**src/hdl/temp_alert_map.vh**
```
// Constants for the temperature alert and serial reset block
// Notes on behaviour
// - Low chip select frames each transfer, including DSP frame-sync use.
// - Chip select falling presents the output word's most significant bit at once.
// - A serial clock running between frames is harmless.
// - Chip select tied low gives a working 3-wire input; the output word is loaded only on a chip select fall.
// - Input held high for 32 serial clocks resets the serial interface.
// - After that reset the next byte is taken as a command byte.
// - That reset also returns every register to its power-on value.
// - Comparator and interrupt alert behaviours; interrupt is the power-up choice.
// - Alert asserts when temperature is above high limit or below low limit.
// - Comparator: alert drops below high minus hysteresis or above low plus hysteresis.
// - Comparator: shutdown leaves the alert state as it is.
// - Interrupt: any register read clears the alert.
// - Interrupt: after clearing, alert returns only on a fresh limit crossing.
// - Interrupt: entering shutdown clears the alert.
// - Hysteresis is unsigned 4 bits, whole degrees 0 to 15.
// - Limits and temperature compare as signed twos-complement numbers.
`ifndef TEMP_ALERT_MAP_VH
`define TEMP_ALERT_MAP_VH

`define HIGH_LIMIT_RESET   16'h2000
`define LOW_LIMIT_RESET    16'h0500
`define HYST_RESET         4'h5
`define MODE_RESET         1'b0
`define MODE_INTERRUPT     1'b0
`define MODE_COMPARATOR    1'b1
`define HYST_SHIFT         7
`define ONES_FOR_RESET     6'h20
`define CMD_BITS           4'h8
`define WORD_BITS          5'h10

`endif

```
**src/hdl/temp_alert_and_serial_reset.v**
```verilog
// Alert comparison logic and serial port framing with long-ones recovery
`include "temp_alert_map.vh"

module temp_alert_and_serial_reset (
  input  wire        ref_clk,
  input  wire        rstn,
  input  wire        sclk,
  input  wire        cs_n,
  input  wire        serial_data_in,
  output reg         serial_data_out,
  output wire        serial_data_out_oe,
  input  wire [15:0] tx_word,
  output reg  [7:0]  rx_byte,
  output reg         rx_byte_valid,
  output reg         rx_is_command,
  output reg         iface_reset,
  output wire        expect_command,
  input  wire        wr_high,
  input  wire        wr_low,
  input  wire        wr_hyst,
  input  wire        wr_mode,
  input  wire [15:0] wr_data,
  input  wire        reg_read,
  input  wire        shutdown,
  input  wire        temp_valid,
  input  wire [15:0] temp_value,
  output reg  [15:0] high_limit,
  output reg  [15:0] low_limit,
  output reg  [3:0]  hysteresis_value,
  output reg         alert_mode,
  output wire        alert_out
);

  localparam ST_COMMAND = 1'b0;
  localparam ST_DATA    = 1'b1;

  reg        rst_meta;
  reg        rst_sync;
  wire       rst_n_int = rst_sync;

  always @(posedge ref_clk or negedge rstn) begin
    if (!rstn) begin
      rst_meta <= 1'b0;
      rst_sync <= 1'b0;
    end else begin
      rst_meta <= 1'b1;
      rst_sync <= rst_meta;
    end
  end

  // Pins: three-stage sync, change accepted when stages two and three agree
  wire [2:0] pin_raw = {serial_data_in, cs_n, sclk};
  wire [2:0] pin_filt;
  reg  [2:0] pin_prev;

  genvar g;
  generate
    for (g = 0; g < 3; g = g + 1) begin : g_pin
      reg s1;
      reg s2;
      reg s3;
      reg filt;
      always @(posedge ref_clk or negedge rst_n_int) begin
        if (!rst_n_int) begin
          s1   <= 1'b1;
          s2   <= 1'b1;
          s3   <= 1'b1;
          filt <= 1'b1;
        end else begin
          s1 <= pin_raw[g];
          s2 <= s1;
          s3 <= s2;
          if (s2 == s3) begin
            filt <= s3;
          end
        end
      end
      assign pin_filt[g] = filt;
    end
  endgenerate

  always @(posedge ref_clk or negedge rst_n_int) begin
    if (!rst_n_int) begin
      pin_prev <= 3'h7;
    end else begin
      pin_prev <= pin_filt;
    end
  end

  wire sclk_rise = pin_filt[0] & ~pin_prev[0];
  wire sclk_fall = ~pin_filt[0] & pin_prev[0];
  wire cs_low    = ~pin_filt[1];
  wire cs_fall   = ~pin_filt[1] & pin_prev[1];
  wire din       = pin_filt[2];

  // Serial framing
  reg       state;
  reg [3:0] bit_count;
  reg [7:0] shift_in;
  reg [15:0] shift_out;
  reg [5:0] ones_count;
  wire      ones_hit = sclk_rise & din & (ones_count == `ONES_FOR_RESET - 6'h01);

  assign expect_command     = (state == ST_COMMAND);
  assign serial_data_out_oe = cs_low;

  always @(posedge ref_clk or negedge rst_n_int) begin
    if (!rst_n_int) begin
      ones_count  <= 6'h00;
      iface_reset <= 1'b0;
    end else begin
      iface_reset <= ones_hit;
      // Counts sclk edges only, so a clock idling between frames adds nothing
      if (sclk_rise) begin
        if (!din) begin
          ones_count <= 6'h00;
        end else if (ones_count != `ONES_FOR_RESET) begin
          ones_count <= ones_count + 6'h01;
        end
      end
    end
  end

  always @(posedge ref_clk or negedge rst_n_int) begin
    if (!rst_n_int) begin
      state           <= ST_COMMAND;
      bit_count       <= 4'h0;
      shift_in        <= 8'h00;
      shift_out       <= 16'h0000;
      serial_data_out <= 1'b0;
      rx_byte         <= 8'h00;
      rx_byte_valid   <= 1'b0;
      rx_is_command   <= 1'b0;
    end else begin
      rx_byte_valid <= 1'b0;
      if (ones_hit) begin
        state     <= ST_COMMAND;
        bit_count <= 4'h0;
      end else if (!cs_low) begin
        state     <= ST_COMMAND;
        bit_count <= 4'h0;
      end else begin
        // Frame-sync use: the first bit appears on the select edge itself
        if (cs_fall) begin
          serial_data_out <= tx_word[15];
          shift_out       <= {tx_word[14:0], 1'b0};
        end else if (sclk_fall) begin
          serial_data_out <= shift_out[15];
          shift_out       <= {shift_out[14:0], 1'b0};
        end
        // Cs tied low still works: bytes keep counting with no frame edge
        if (sclk_rise) begin
          shift_in <= {shift_in[6:0], din};
          if (bit_count == `CMD_BITS - 4'h1) begin
            bit_count     <= 4'h0;
            rx_byte       <= {shift_in[6:0], din};
            rx_byte_valid <= 1'b1;
            rx_is_command <= (state == ST_COMMAND);
            case (state)
              ST_COMMAND: state <= ST_DATA;
              ST_DATA:    state <= ST_DATA;
              default:    state <= ST_COMMAND;
            endcase
          end else begin
            bit_count <= bit_count + 4'h1;
          end
        end
      end
    end
  end

  // Settings, returned to power-on values by the long-ones reset
  always @(posedge ref_clk or negedge rst_n_int) begin
    if (!rst_n_int) begin
      high_limit       <= `HIGH_LIMIT_RESET;
      low_limit        <= `LOW_LIMIT_RESET;
      hysteresis_value <= `HYST_RESET;
      alert_mode       <= `MODE_RESET;
    end else if (ones_hit) begin
      high_limit       <= `HIGH_LIMIT_RESET;
      low_limit        <= `LOW_LIMIT_RESET;
      hysteresis_value <= `HYST_RESET;
      alert_mode       <= `MODE_RESET;
    end else begin
      if (wr_high) begin
        high_limit <= wr_data;
      end
      if (wr_low) begin
        low_limit <= wr_data;
      end
      if (wr_hyst) begin
        hysteresis_value <= wr_data[3:0];
      end
      if (wr_mode) begin
        alert_mode <= wr_data[0];
      end
    end
  end

  // Limit comparisons at 17 bits so limit +/- hysteresis cannot wrap
  wire signed [16:0] t_s    = {temp_value[15], temp_value};
  wire signed [16:0] hi_s   = {high_limit[15], high_limit};
  wire signed [16:0] lo_s   = {low_limit[15], low_limit};
  wire signed [16:0] hyst_s = $signed({6'h00, hysteresis_value, 7'h00});
  wire signed [16:0] hi_rel = hi_s - hyst_s;
  wire signed [16:0] lo_rel = lo_s + hyst_s;
  wire over    = t_s > hi_s;
  wire under   = t_s < lo_s;
  wire below_h = t_s < hi_rel;
  wire above_l = t_s > lo_rel;

  reg alert_hi;
  reg alert_lo;
  reg hi_armed;
  reg lo_armed;
  reg shutdown_prev;
  wire shutdown_rise = shutdown & ~shutdown_prev;
  wire comp_mode     = (alert_mode == `MODE_COMPARATOR);
  wire clr_int       = ~comp_mode & (reg_read | shutdown_rise | ones_hit);
  wire new_hi        = temp_valid & over & (comp_mode | hi_armed);
  wire new_lo        = temp_valid & under & (comp_mode | lo_armed);

  assign alert_out = alert_hi | alert_lo;

  always @(posedge ref_clk or negedge rst_n_int) begin
    if (!rst_n_int) begin
      alert_hi      <= 1'b0;
      alert_lo      <= 1'b0;
      hi_armed      <= 1'b1;
      lo_armed      <= 1'b1;
      shutdown_prev <= 1'b0;
    end else begin
      shutdown_prev <= shutdown;
      // A fresh crossing in the clearing cycle wins over the clear
      if (new_hi) begin
        alert_hi <= 1'b1;
      end else if (comp_mode & temp_valid & below_h) begin
        alert_hi <= 1'b0;
      end else if (clr_int | (comp_mode & ones_hit)) begin
        alert_hi <= 1'b0;
      end
      if (new_lo) begin
        alert_lo <= 1'b1;
      end else if (comp_mode & temp_valid & above_l) begin
        alert_lo <= 1'b0;
      end else if (clr_int | (comp_mode & ones_hit)) begin
        alert_lo <= 1'b0;
      end
      // Comparator shutdown is not a clear term at all
      // Interrupt rearm needs a reading below high minus hysteresis, or above low plus hysteresis
      if (new_hi & ~comp_mode) begin
        hi_armed <= 1'b0;
      end else if (temp_valid & below_h) begin
        hi_armed <= 1'b1;
      end
      if (new_lo & ~comp_mode) begin
        lo_armed <= 1'b0;
      end else if (temp_valid & above_l) begin
        lo_armed <= 1'b1;
      end
    end
  end

endmodule

```
**config.mk**
```make
export PLATFORM = sky130hd
export DESIGN_NAME = temp_alert_and_serial_reset
export DESIGN_NICKNAME = d
export VERILOG_FILES = /design/src/hdl/temp_alert_and_serial_reset.v
export VERILOG_INCLUDE_DIRS = /design/src /design/src/hdl
export SDC_FILE = /design/constraint.sdc
export NUM_CORES = 1
export LEC_CHECK = 0
export BUFFER_PORTS_ARGS = -buffer_cell sky130_fd_sc_hd__buf_2
export CAP_MARGIN = 20
export CELL_PAD_IN_SITES_DETAIL_PLACEMENT = 0
export CELL_PAD_IN_SITES_GLOBAL_PLACEMENT = 2
export CORE_MARGIN = 1.5
export CORE_UTILIZATION = 38
export CTS_CLUSTER_DIAMETER = 40
export DETAILED_ROUTE_END_ITERATION = 6
export PLACE_DENSITY_LB_ADDON = 0.1
export SLEW_MARGIN = 10
export SYNTH_ARGS = -nofsm -noshare
export SYNTH_HDL_FRONTEND = slang
export SYNTH_SLANG_ARGS = --single-unit
```
**constraint.sdc**
```tcl
create_clock -name ref_clk -period 8.9 [get_ports ref_clk]
set_input_delay 1.78 -clock ref_clk [delete_from_list [all_inputs] [get_ports ref_clk]]
set_output_delay 1.78 -clock ref_clk [all_outputs]
set_load 0.005 [all_outputs]
```
-- Yosys cells after proc, flatten, opt, wreduce, memory -nomap -nowiden
Index checks and enable logic that the tools add are counted.
- order comparisons: 4
- equality and inequality tests: 7
- add/subtract/negate cells: 4
- reductions and logical operators: 16
- multiplexer cells: 35
- bitwise operators: 32
- operators with widths (kind ; number):
    two-way mux 16 bit ; 6
    two-way mux 4 bit ; 6
    two-way mux 1 bit ; 21
    AND 1 bit ; 19
    adder 16 x 12 -> 17 bit ; 1
    > comparator 16 x 17 -> 1 bit ; 1
    < comparator 16 x 17 -> 1 bit ; 1
    subtractor 16 x 12 -> 17 bit ; 1
    > comparator 16 bit ; 1
    < comparator 16 bit ; 1
    nonzero test 2 bit ; 7
    two-way mux 6 bit ; 2
    nonzero test 3 bit ; 4
    NOT 1 bit ; 7
    adder 6 x 1 -> 6 bit, second input constant ; 1
    equality test 6 x 5 -> 1 bit, second input constant ; 1
    != test 6 bit, second input constant ; 1
    OR 1 bit ; 6
    AND reduction 3 bit ; 2
    adder 4 x 1 -> 4 bit, second input constant ; 1
    equality test 4 x 3 -> 1 bit, second input constant ; 1
    AND reduction 2 bit ; 2
    AND reduction 4 bit ; 1
    equality test 1 bit ; 3
    != test 2 x 1 -> 1 bit, second input constant ; 1
- bits of input ports: 60
- output and inout port bits: 52
- bits in registers: 104

-- Longest topological paths before layout
Gate-level depths: netlist (run 1).
- depth after elaboration: 10
- gate-level depth with buffers: 16
- depth with buffers taken out: 16

-- Least setup slack after synthesis (run 1)
Ideal clock, no wire load.
- path type: input-to-reg
- start: in temp_value[12]
- end: reg lo_armed
- cell stages on the path: 7
- arrival time: 3.354 ns
- required time: 8.840 ns
- setup slack: 5.486 ns
- library setup time: 0.060 ns
- buffers on the path: 0
- cells stage by stage: ha_1 -> nand4_1 -> or3_1 -> nor2b_1 -> or3_1 -> a31o_1 -> o21ba_1
- word-level cells in the longest chain between the ends: 5
- elaborated cells between the ends (all ways): 8
- classes of those cells: order compare: 2; mux: 1; bitwise: 4; reduce/logical: 1
- ends and longest elaborated chain (element ; RTL line ; RTL):
    from (decl) ; temp_alert_and_serial_reset.v:26 ; input wire [15:0] temp_value,
    < comparator 16 bit ; temp_alert_and_serial_reset.v:208 ; wire under = t_s < lo_s;
    AND 1 bit (2 in a row) ; temp_alert_and_serial_reset.v:221 ; wire new_lo = temp_valid & under & (comp_mode | lo_armed);
    AND 1 bit ; temp_alert_and_serial_reset.v:256 ; if (new_lo & ~comp_mode) begin
    two-way mux 1 bit / nonzero test 2 bit (equally long branches) ; -- ;
    to (signal assigned) ; temp_alert_and_serial_reset.v:230 ; lo_armed <= 1'b1;
    to (signal assigned) ; temp_alert_and_serial_reset.v:257 ; lo_armed <= 1'b0;
    to (signal assigned) ; temp_alert_and_serial_reset.v:259 ; lo_armed <= 1'b1;
    to (decl) ; temp_alert_and_serial_reset.v:215 ; reg lo_armed;
Several ways; a longest one is shown, not always the timed one.
A chain may end at the register's enable or synchronous reset.

-- Worst setup path in the final report (run 1)
- start: reg hysteresis_value[1]
- end: reg hi_armed
- word-level cells in the longest chain between the ends: 4
- ends and longest elaborated chain (element ; RTL line ; RTL):
    from (decl) ; temp_alert_and_serial_reset.v:29 ; output reg [3:0] hysteresis_value,
    from (signal assigned) ; temp_alert_and_serial_reset.v:177 ; hysteresis_value <= `HYST_RESET;
    from (signal assigned) ; temp_alert_and_serial_reset.v:182 ; hysteresis_value <= `HYST_RESET;
    from (signal assigned) ; temp_alert_and_serial_reset.v:192 ; hysteresis_value <= wr_data[3:0];
    subtractor 16 x 12 -> 17 bit ; temp_alert_and_serial_reset.v:205 ; wire signed [16:0] hi_rel = hi_s - hyst_s;
    < comparator 16 x 17 -> 1 bit ; temp_alert_and_serial_reset.v:209 ; wire below_h = t_s < hi_rel;
    AND 1 bit ; temp_alert_and_serial_reset.v:253 ; end else if (temp_valid & below_h) begin
    nonzero test 2 bit (no line) ; -- ;
    to (signal assigned) ; temp_alert_and_serial_reset.v:229 ; hi_armed <= 1'b1;
    to (signal assigned) ; temp_alert_and_serial_reset.v:252 ; hi_armed <= 1'b0;
    to (signal assigned) ; temp_alert_and_serial_reset.v:254 ; hi_armed <= 1'b1;
    to (decl) ; temp_alert_and_serial_reset.v:214 ; reg hi_armed;
No other way between the ends.

==> results by group, run 1 <==
Yosys
  • Synth Instances: 615
  • Synth Register Bits: 103
  • Post-synth EDFFs: 0
  • Synthesized-area fraction occupied by and/or/nand/nor cells: 15.0%
  • Multiplexer share of the synthesized area: 9.49%
  • Synth Net Count: 740
  • Synth Cell Area: 0.00601 mm^2
  • Async SR Flop Fraction: 100%
  • Synth Area in Adders: 14.3%
  • Yosys warns: 0
  • Sequential fraction of the synthesis area: 43.3%
  • Synthesized area per cell: 9.77 um^2
  • Top FF cell, synth: dfrtp_1
  • Synth Area in Compound Gates: 11.5%
  • Post-Synth XOR/XNOR Area: 1.89%
  • Largest family of logic cells by synthesized area: simple AND/OR/NAND/NOR gates
  • Unique masters post-synth: 57

Timing
  • Setup Viol. Count Final: 0
  • Upper clock frequency limit: 0.286 GHz
  • Period Utilization, post-route: 39.3%
  • Clock skew: 0.00739 ns
  • Minimum clock period: 3.50 ns
  • RSZ-0062 raised after global routing: false
  • Worst relative slew slack: 35.9%
  • Setup TNS: 0 ns
  • Final Max Tran Viols: 0
  • Slew @ Worst Pin: 0.962 ns
  • Final hold violations: 0

Finish
  • Fillers: 1548
  • Final Non-Filler Cells: 938
  • Diode count: 0
  • Area Growth Syn to Fin: 18.4%
  • Fin util: 46.5%
  • Final instance area: 0.00712 mm^2
  • Layout cells sized above 1: 22.1%
  • Fin nets: 847

Placed design
  • Placed cell area: 0.00678 mm^2
  • HPWL reported at the end of detailed placement: 11.9 mm
  • Buffers on Ports: 111
  • GP Congestion: 0.843
  • Placed cells: 921

Pwr
  • Total design power: 1.42 mW
  • Peak supply drop: 0.000121 V
  • Pwr Density: 199 mW/mm^2
  • Leakage: 3.55 nW

Worst setup path
  • CP bufs+invs: 1
  • CP required: 9.18 ns
  • Stages on the worst setup path: 14
  • R2r setup slk: 5.40 ns
  • Worst r2r dst: hi_armed$_DFFE_PN1P_
  • Cell family with most CP delay: compound AO/OA/AOI/OAI gates
  • Slowest cell delay on critical path: 0.48 ns
  • Crit Path Class: reg -> reg
  • Startpoint types: register
  • CP max-delay cell: a211oi_1
  • R2R cell count: 14
  • Worst Setup End Kind: register
  • Worst setup path start: hysteresis_value[1]$_DFFE_PN0P_
  • Worst Path Arrival: 3.78 ns
  • Critical Path, Cell by Cell: inv_1 > ha_1 > a21o_1 > a21o_1 > a211oi_1 > nand3_1 > xnor2_1 > ha_1 > nand4_1 > nor2_1 > a21oi_1 > or2_2 > a21boi_0 > a2bb2oi_1
  • Worst r2r src: hysteresis_value[1]$_DFFE_PN0P_
  • CP max FO: 4

Floorplanning
  • Die Wd: 129 um
  • Core ar.: 0.0153 mm^2
  • Ports: 112
  • Starting Density: 39.2%
  • Die area: 0.0166 mm^2
  • # rows: 45
  • Vert. Die Dim: 129 um

CTS
  • Hold buffers post-CTS: 0
  • Clk slew on worst S/H paths: 0.08 ns
  • Root Driver: clkbuf_16
  • Skew-Pair Late Insertion Delay: 0.35 ns
  • Clock sinks: 103
  • Post-CTS Setup Inserts: 0
  • # resized after CTS: 0
  • Max clock buf depth: 2
  • TritonCTS buffer count: 9
  • CTS H-Tree Depth: 3
  • TritonCTS clock tree: built

Drt
  • Drc violations: 0
  • DRT Pass-1 Iters: 4
  • Post-route ant nets: 0
  • Via density: 5.07
  • First DRT Iteration DRCs: 214
  • DRT Wirelength: 15.5 mm
  • WL/cell: 16.5 um
  • Vias: 4752

Global route
  • Wire length of the first global-routing pass: 25.3 mm
  • Largest net degree at the start of global routing: 77
  • Number of global-route vias before repair: 4963
  • Initial antenna violation count: 0
  • Total global routing overflow: 0
  • Global Route Usage Sum: 19.7%

Status
  • Outcome: completed

Job
  • Max-cap viol count: 0

Min path
  • Hold WC Path Type: reg -> async
where the power goes:
part           total, mW  internal, mW  switching, mW  leakage (nW)
clock network      0.430         0.227          0.203         0.157
registers          0.621         0.555         0.0659          1.21
logic              0.368         0.172          0.195          2.18
per-stage QoR:
step | hold WS (ns) | worst slack [ns]
after floorplan | 0.331 | 5.49
after global routing | 0.285 | 5.10
after detailed placement | 0.256 | 5.18
final | 0.247 | 5.40
after global placement | 0.254 | 5.21
after CTS | 0.261 | 5.35
cells in the mapped netlist, drive strengths merged (3+ instances only):
master / number / area, um^2
nand3: 20 / 100
nor2: 67 / 251
a21oi: 44 / 220
o211ai: 6 / 45.0
o31ai: 3 / 22.5
nor3: 7 / 46.3
nand2: 55 / 206
or2: 3 / 18.8
maj3: 3 / 30.0
a21o: 8 / 60.1
clkbuf: 5 / 18.8
xnor2: 11 / 96.3
inv: 51 / 191
dfrtp: 82 / 2050
or3: 3 / 18.8
mux2: 8 / 90.1
nor4: 4 / 25.0
ha: 63 / 788
nand2b: 6 / 37.5
mux2i: 48 / 480
dfstp: 21 / 552
nor2b: 9 / 56.3
a211oi: 7 / 52.6
nand4: 12 / 75.1
o21ai: 25 / 136
buf: 12 / 56.3
kinds of logic after synthesis:
family                     Yosys count
and+or+nand+nor                    195
xor gates and xnor gates            13
DFF                                103
AOI/OAI and AO/OA                  111
other                                1
muxes                               56
buffers and inverters               68
adders and majority gates           68
state kept, by name, indices dropped and copies added (netlist names), 4 cells and up:
register and count:
low_limit 16, bit_count 4, hysteresis_value 4, shift_out 15
ones_count 6, rx_byte 8, high_limit 16, shift_in 7
area by class of cell:
| type | instances | area, um^2 | share of cell area (%) |
|---|---|---|---|
| repair buffers | 113 | 578 | 8.12 |
| clock inverters | 7 | 97.6 | 1.37 |
| flip-flops and latches | 103 | 2610 | 36.6 |
| well taps | 211 | 264 | 3.71 |
| multi-input cells | 444 | 3150 | 44.3 |
| clock buffers | 9 | 225 | 3.16 |
| inverters | 51 | 191 | 2.69 |
worst max path at each step:
stage,to,slack [ns]
floorplan,lo_armed$_DFFE_PN1P_,5.49
global placement,lo_armed$_DFFE_PN1P_,5.21
detailed placement,lo_armed$_DFFE_PN1P_,5.18
CTS,hi_armed$_DFFE_PN1P_,5.35
global route,hi_armed$_DFFE_PN1P_,5.10
finish,hi_armed$_DFFE_PN1P_,5.40
worst register-to-register path: stages (launching register included):
cell and delay (ns):
dfrtp_1 0.43, inv_1 0.15, ha_1 0.25, a21o_1 0.18
a21o_1 0.21, a211oi_1 0.49, nand3_1 0.16, xnor2_1 0.17
ha_1 0.34, nand4_1 0.14, nor2_1 0.17, a21oi_1 0.09
or2_2 0.28, a21boi_0 0.18, a2bb2oi_1 0.19
layer usage:
| layer | track usage [%] | wire length, um |
|---|---|---|
| met5 | 0 | 0 |
| met4 | 5.35 | 168 |
| met3 | 3.87 | 517 |
| met2 | 35.7 | 8050 |
| met1 | 23.9 | 6750 |
cell usage in the layout (no fill, tap or decap), drive strengths merged, types with 4 or more instances in the layout:
| master | synthesis | layout |
|---|---|---|
| buf | 12 | 113 |
| dfrtp | 82 | 82 |
| nor2 | 67 | 67 |
| ha | 63 | 63 |
| nand2 | 55 | 55 |
| inv | 51 | 54 |
| mux2i | 48 | 48 |
| a21oi | 44 | 44 |
| o21ai | 25 | 25 |
| dfstp | 21 | 21 |
| nand3 | 20 | 20 |
| nand4 | 12 | 12 |
| xnor2 | 11 | 11 |
| nor2b | 9 | 9 |
| clkbuf | 5 | 9 |
| a21o | 8 | 8 |
| mux2 | 8 | 8 |
| a211oi | 7 | 7 |
| nor3 | 7 | 7 |
| nand2b | 6 | 6 |
| o211ai | 6 | 6 |
| nor4 | 4 | 4 |
Power figures use the tool's default switching activity.
==> inputs of run 2 (changes only) <==
--- a/config.mk
+++ b/config.mk
@@ -6,12 +6,13 @@
 export SDC_FILE = /design/constraint.sdc
 export NUM_CORES = 1
 export LEC_CHECK = 0
+export ABC_AREA = 1
 export BUFFER_PORTS_ARGS = -buffer_cell sky130_fd_sc_hd__buf_2
 export CAP_MARGIN = 20
 export CELL_PAD_IN_SITES_DETAIL_PLACEMENT = 0
 export CELL_PAD_IN_SITES_GLOBAL_PLACEMENT = 2
 export CORE_MARGIN = 1.5
-export CORE_UTILIZATION = 38
+export CORE_UTILIZATION = 33
 export CTS_CLUSTER_DIAMETER = 40
 export DETAILED_ROUTE_END_ITERATION = 6
 export PLACE_DENSITY_LB_ADDON = 0.1
==> constraint.sdc (replaced) <==
create_clock -name ref_clk -period 3.3 [get_ports ref_clk]
set_input_delay 0.66 -clock ref_clk [delete_from_list [all_inputs] [get_ports ref_clk]]
set_output_delay 0.66 -clock ref_clk [all_outputs]
set_load 0.005 [all_outputs]
==> run 2 against run 1 <==
  * Die area rose by 17%
  * Largest cell class unchanged
  * Worst setup slack got worse by 5.1 ns
  * Synthesized cell count rose by 23%
  * The run now ends with design-rule violations left
  * Synthesized area rose by 2.2%
==> results by group, run 2 <==
Worst setup path
  • Worst r2r dst: alert_lo$_DFFE_PN0P_
  • Critical Path, Cell by Cell: ha_1 > inv_1 > fa_1 > o21ai_2 > nand2_1 > nor2_2 > nand3_1 > xor2_1 > ha_1 > nand2_1 > nor2_1 > nand2_1 > nor2_1 > nor2_1 > nand3_1 > nand3_1 > nand3_1 > nand2_1
  • Startpoint types: register
  • Slowest cell delay on critical path: 0.55 ns
  • CP bufs+invs: 1
  • Crit Path Class: reg -> reg
  • R2r setup slk: 0.29 ns
  • R2R cell count: 18
  • Cell family with most CP delay: simple AND/OR/NAND/NOR gates
  • Worst Path Arrival: 3.26 ns
  • Worst r2r src: hysteresis_value[0]$_DFFE_PN1P_
  • CP max-delay cell: dfstp_2
  • Worst Setup End Kind: register
  • CP required: 3.55 ns
  • CP max FO: 4

Finish
  • Layout cells sized above 1: 20.0%
  • Commonest non-fill, non-tap cell in the layout: nand2_1
  • Area Growth Syn to Fin: 18.8%
  • Most frequent cells in the layout: nand2_1 (190), inv_1 (116), buf_2 (111)
  • Register area: 0.00261 mm^2
  • Fin nets: 995
  • Combined area of the multi-input logic cells: 0.00302 mm^2
  • Largest registers: high_limit: 16 flops, low_limit: 16 flops, shift_out: 15 flops
  • Fillers: 1906

Global route
  • Initial antenna violation count: 2
  • Largest net degree at the start of global routing: 54
  • Global Route Usage Sum: 18.0%
  • Wire length of the first global-routing pass: 27.0 mm
  • Number of global-route vias before repair: 5192
  • Total global routing overflow: 0

Yosys
  • Post-synth top area cell: dfrtp_1
  • Post-synth EDFFs: 0
  • Most frequent cell after synthesis: nand2_1
  • Async SR Flop Fraction: 100%
  • Largest family of logic cells by synthesized area: simple AND/OR/NAND/NOR gates
  • Synth Cell Area: 0.00614 mm^2
  • Synth Area in Adders: 14.0%
  • Synthesized area per cell: 8.12 um^2
  • Top cells by area, synth: dfrtp_1 (33%), ha_1 (13%), nand2_1 (12%)
  • Synthesized-area fraction occupied by and/or/nand/nor cells: 20.2%
  • Synth Register Bits: 103
  • Top FF cell, synth: dfrtp_1
  • Post-Synth XOR/XNOR Area: 2.00%
  • Synth Area in Compound Gates: 12.5%
  • Multiplexer share of the synthesized area: 0%
  • Sequential fraction of the synthesis area: 42.4%
  • Unique masters post-synth: 38
  • Top cells by count, synth: nand2_1 (190), inv_1 (116), dfrtp_1 (82), ha_1 (63), o21ai_0 (54)
  • Yosys warns: 0
  • Synth Instances: 756
  • Synth Net Count: 881
  • Area share of the largest cell type after synthesis: 33.4%

Min path
  • Hold WC Path Type: in -> async

Timing
  • Setup TNS: 0 ns
  • Final hold violations: 0
  • Setup Viol. Count Final: 0
  • Worst relative slew slack: 46.0%
  • Minimum clock period: 3.01 ns
  • Final Max Tran Viols: 0
  • RSZ-0062 raised after global routing: false
  • Clock skew: 0.00788 ns
  • Period Utilization, post-route: 91.1%
  • Upper clock frequency limit: 0.333 GHz
  • Slew @ Worst Pin: 0.810 ns

Placed design
  • GP Congestion: 0.807
  • HPWL reported at the end of detailed placement: 13.1 mm
  • Buffers on Ports: 111

Drt
  • WL/cell: 15.3 um
  • Via density: 4.72
  • Post-route ant nets: 0
  • DRT Pass-1 Iters: 6
  • DRT Wirelength: 16.9 mm
  • First DRT Iteration DRCs: 226
  • Drc violations: 12
  • Vias: 5220

CTS
  • Clk slew on worst S/H paths: 0.08 ns
  • TritonCTS buffer count: 9
  • Root Driver: clkbuf_16
  • TritonCTS clock tree: built
  • Skew-Pair Late Insertion Delay: 0.35 ns
  • Clock sinks: 103
  • Post-CTS Setup Inserts: 0
  • CTS H-Tree Depth: 3
  • Max clock buf depth: 2

Floorplanning
  • Ports: 112
  • Die area: 0.0194 mm^2
  • Die Wd: 139 um
  • # rows: 49
  • Starting Density: 34.0%
  • Core ar.: 0.0181 mm^2
  • Vert. Die Dim: 139 um

Status
  • Outcome: finished with violations
  • Failing checks: design-rule violations

Pwr
  • Total design power: 3.72 mW
  • Pwr Density: 509 mW/mm^2
  • Peak supply drop: 0.000240 V
  • Leakage: 3.87 nW

Job
  • Max-cap viol count: 0
run 2: changes by cell type after synthesis, moves of 12 or more:
cell,before,now
nand2_1,55,190
inv_1,48,116
mux2i_1,48,0
o21ai_0,16,54
nor2_1,67,53
o21ai_1,8,20
run 2: worst register-to-register path: stages, from the launching register on:
cell and delay, ns:
dfstp_2 0.55, ha_1 0.18, inv_1 0.06, fa_1 0.41
o21ai_2 0.19, nand2_1 0.09, nor2_2 0.12, nand3_1 0.09
xor2_1 0.16, ha_1 0.30, nand2_1 0.07, nor2_1 0.14
nand2_1 0.08, nor2_1 0.11, nor2_1 0.06, nand3_1 0.08
nand3_1 0.09, nand3_1 0.07, nand2_1 0.05
run 2: repair_timing:
item	CTS	global route
setup endpoints to repair	0	4
hold buffers	0	0
gates resized for setup	0	5
run 2: kinds of logic (layout without fill, tap and decap cells):
kind of cell	after synthesis	in the layout
and+or+nand+nor	297	297
DFF	103	103
buffers and inverters	135	254
other	1	2
adders and majority gates	68	68
xor gates and xnor gates	14	14
AOI/OAI and AO/OA	138	138
run 2: final cells by class:
| cell class | count | area share, % |
|---|---|---|
| antenna | 1 | 0.0343 |
| clock buffer | 9 | 3.09 |
| clock inverter | 7 | 1.23 |
| inverter | 119 | 6.12 |
| multi-input combinational | 518 | 41.3 |
| sequential | 103 | 35.7 |
| tap | 229 | 3.93 |
| timing repair buffer | 119 | 8.54 |
run 2: worst max-delay path by stage:
stage | startpoint | endpoint | slack (ns) | cells past startpoint
5_1_grt | hysteresis_value[2]$_DFFE_PN1P_ | hi_armed$_DFFE_PN1P_ | 0.005 | 20
2_1_floorplan | rst_n_int$_DFF_PN0_ | alert_hi$_DFFE_PN0P_ | 0.26 | 0
4_1_cts | hysteresis_value[0]$_DFFE_PN1P_ | alert_lo$_DFFE_PN0P_ | 0.1 | 18
3_3_place_gp | hysteresis_value[0]$_DFFE_PN1P_ | alert_lo$_DFFE_PN0P_ | 0.22 | 18
6_report | hysteresis_value[0]$_DFFE_PN1P_ | alert_lo$_DFFE_PN0P_ | 0.29 | 18
3_5_place_dp | hysteresis_value[0]$_DFFE_PN1P_ | alert_lo$_DFFE_PN0P_ | 0.11 | 18
run 2: layer usage:
metal  share of wire, %  GRT usage [%]
met4                1.6           5.71
met2                 49           30.9
met1                 45           22.3
met5              0.047              0
met3                4.9           4.06
run 2: where the power goes:
part           switching [mW]  internal [mW]  total (mW)
clock                   0.528          0.607        1.13
sequential              0.135           1.48        1.61
combinational           0.575          0.398       0.972
run 2: through the flow:
step	hold WS, ns	utilization [%]	cell area (um^2)	instances	setup WS, ns
final	0.0953	40.3	7300	1105	0.295
after global routing	0.0950	40.3	7290	1104	0.00496
after detailed placement	0.339	38.5	6960	1088	0.106
after global placement	0.334	38.4	6950	1087	0.222
after floorplan	0.331	-	6140	756	0.255
after CTS	0.0843	40.2	7280	1104	0.0955
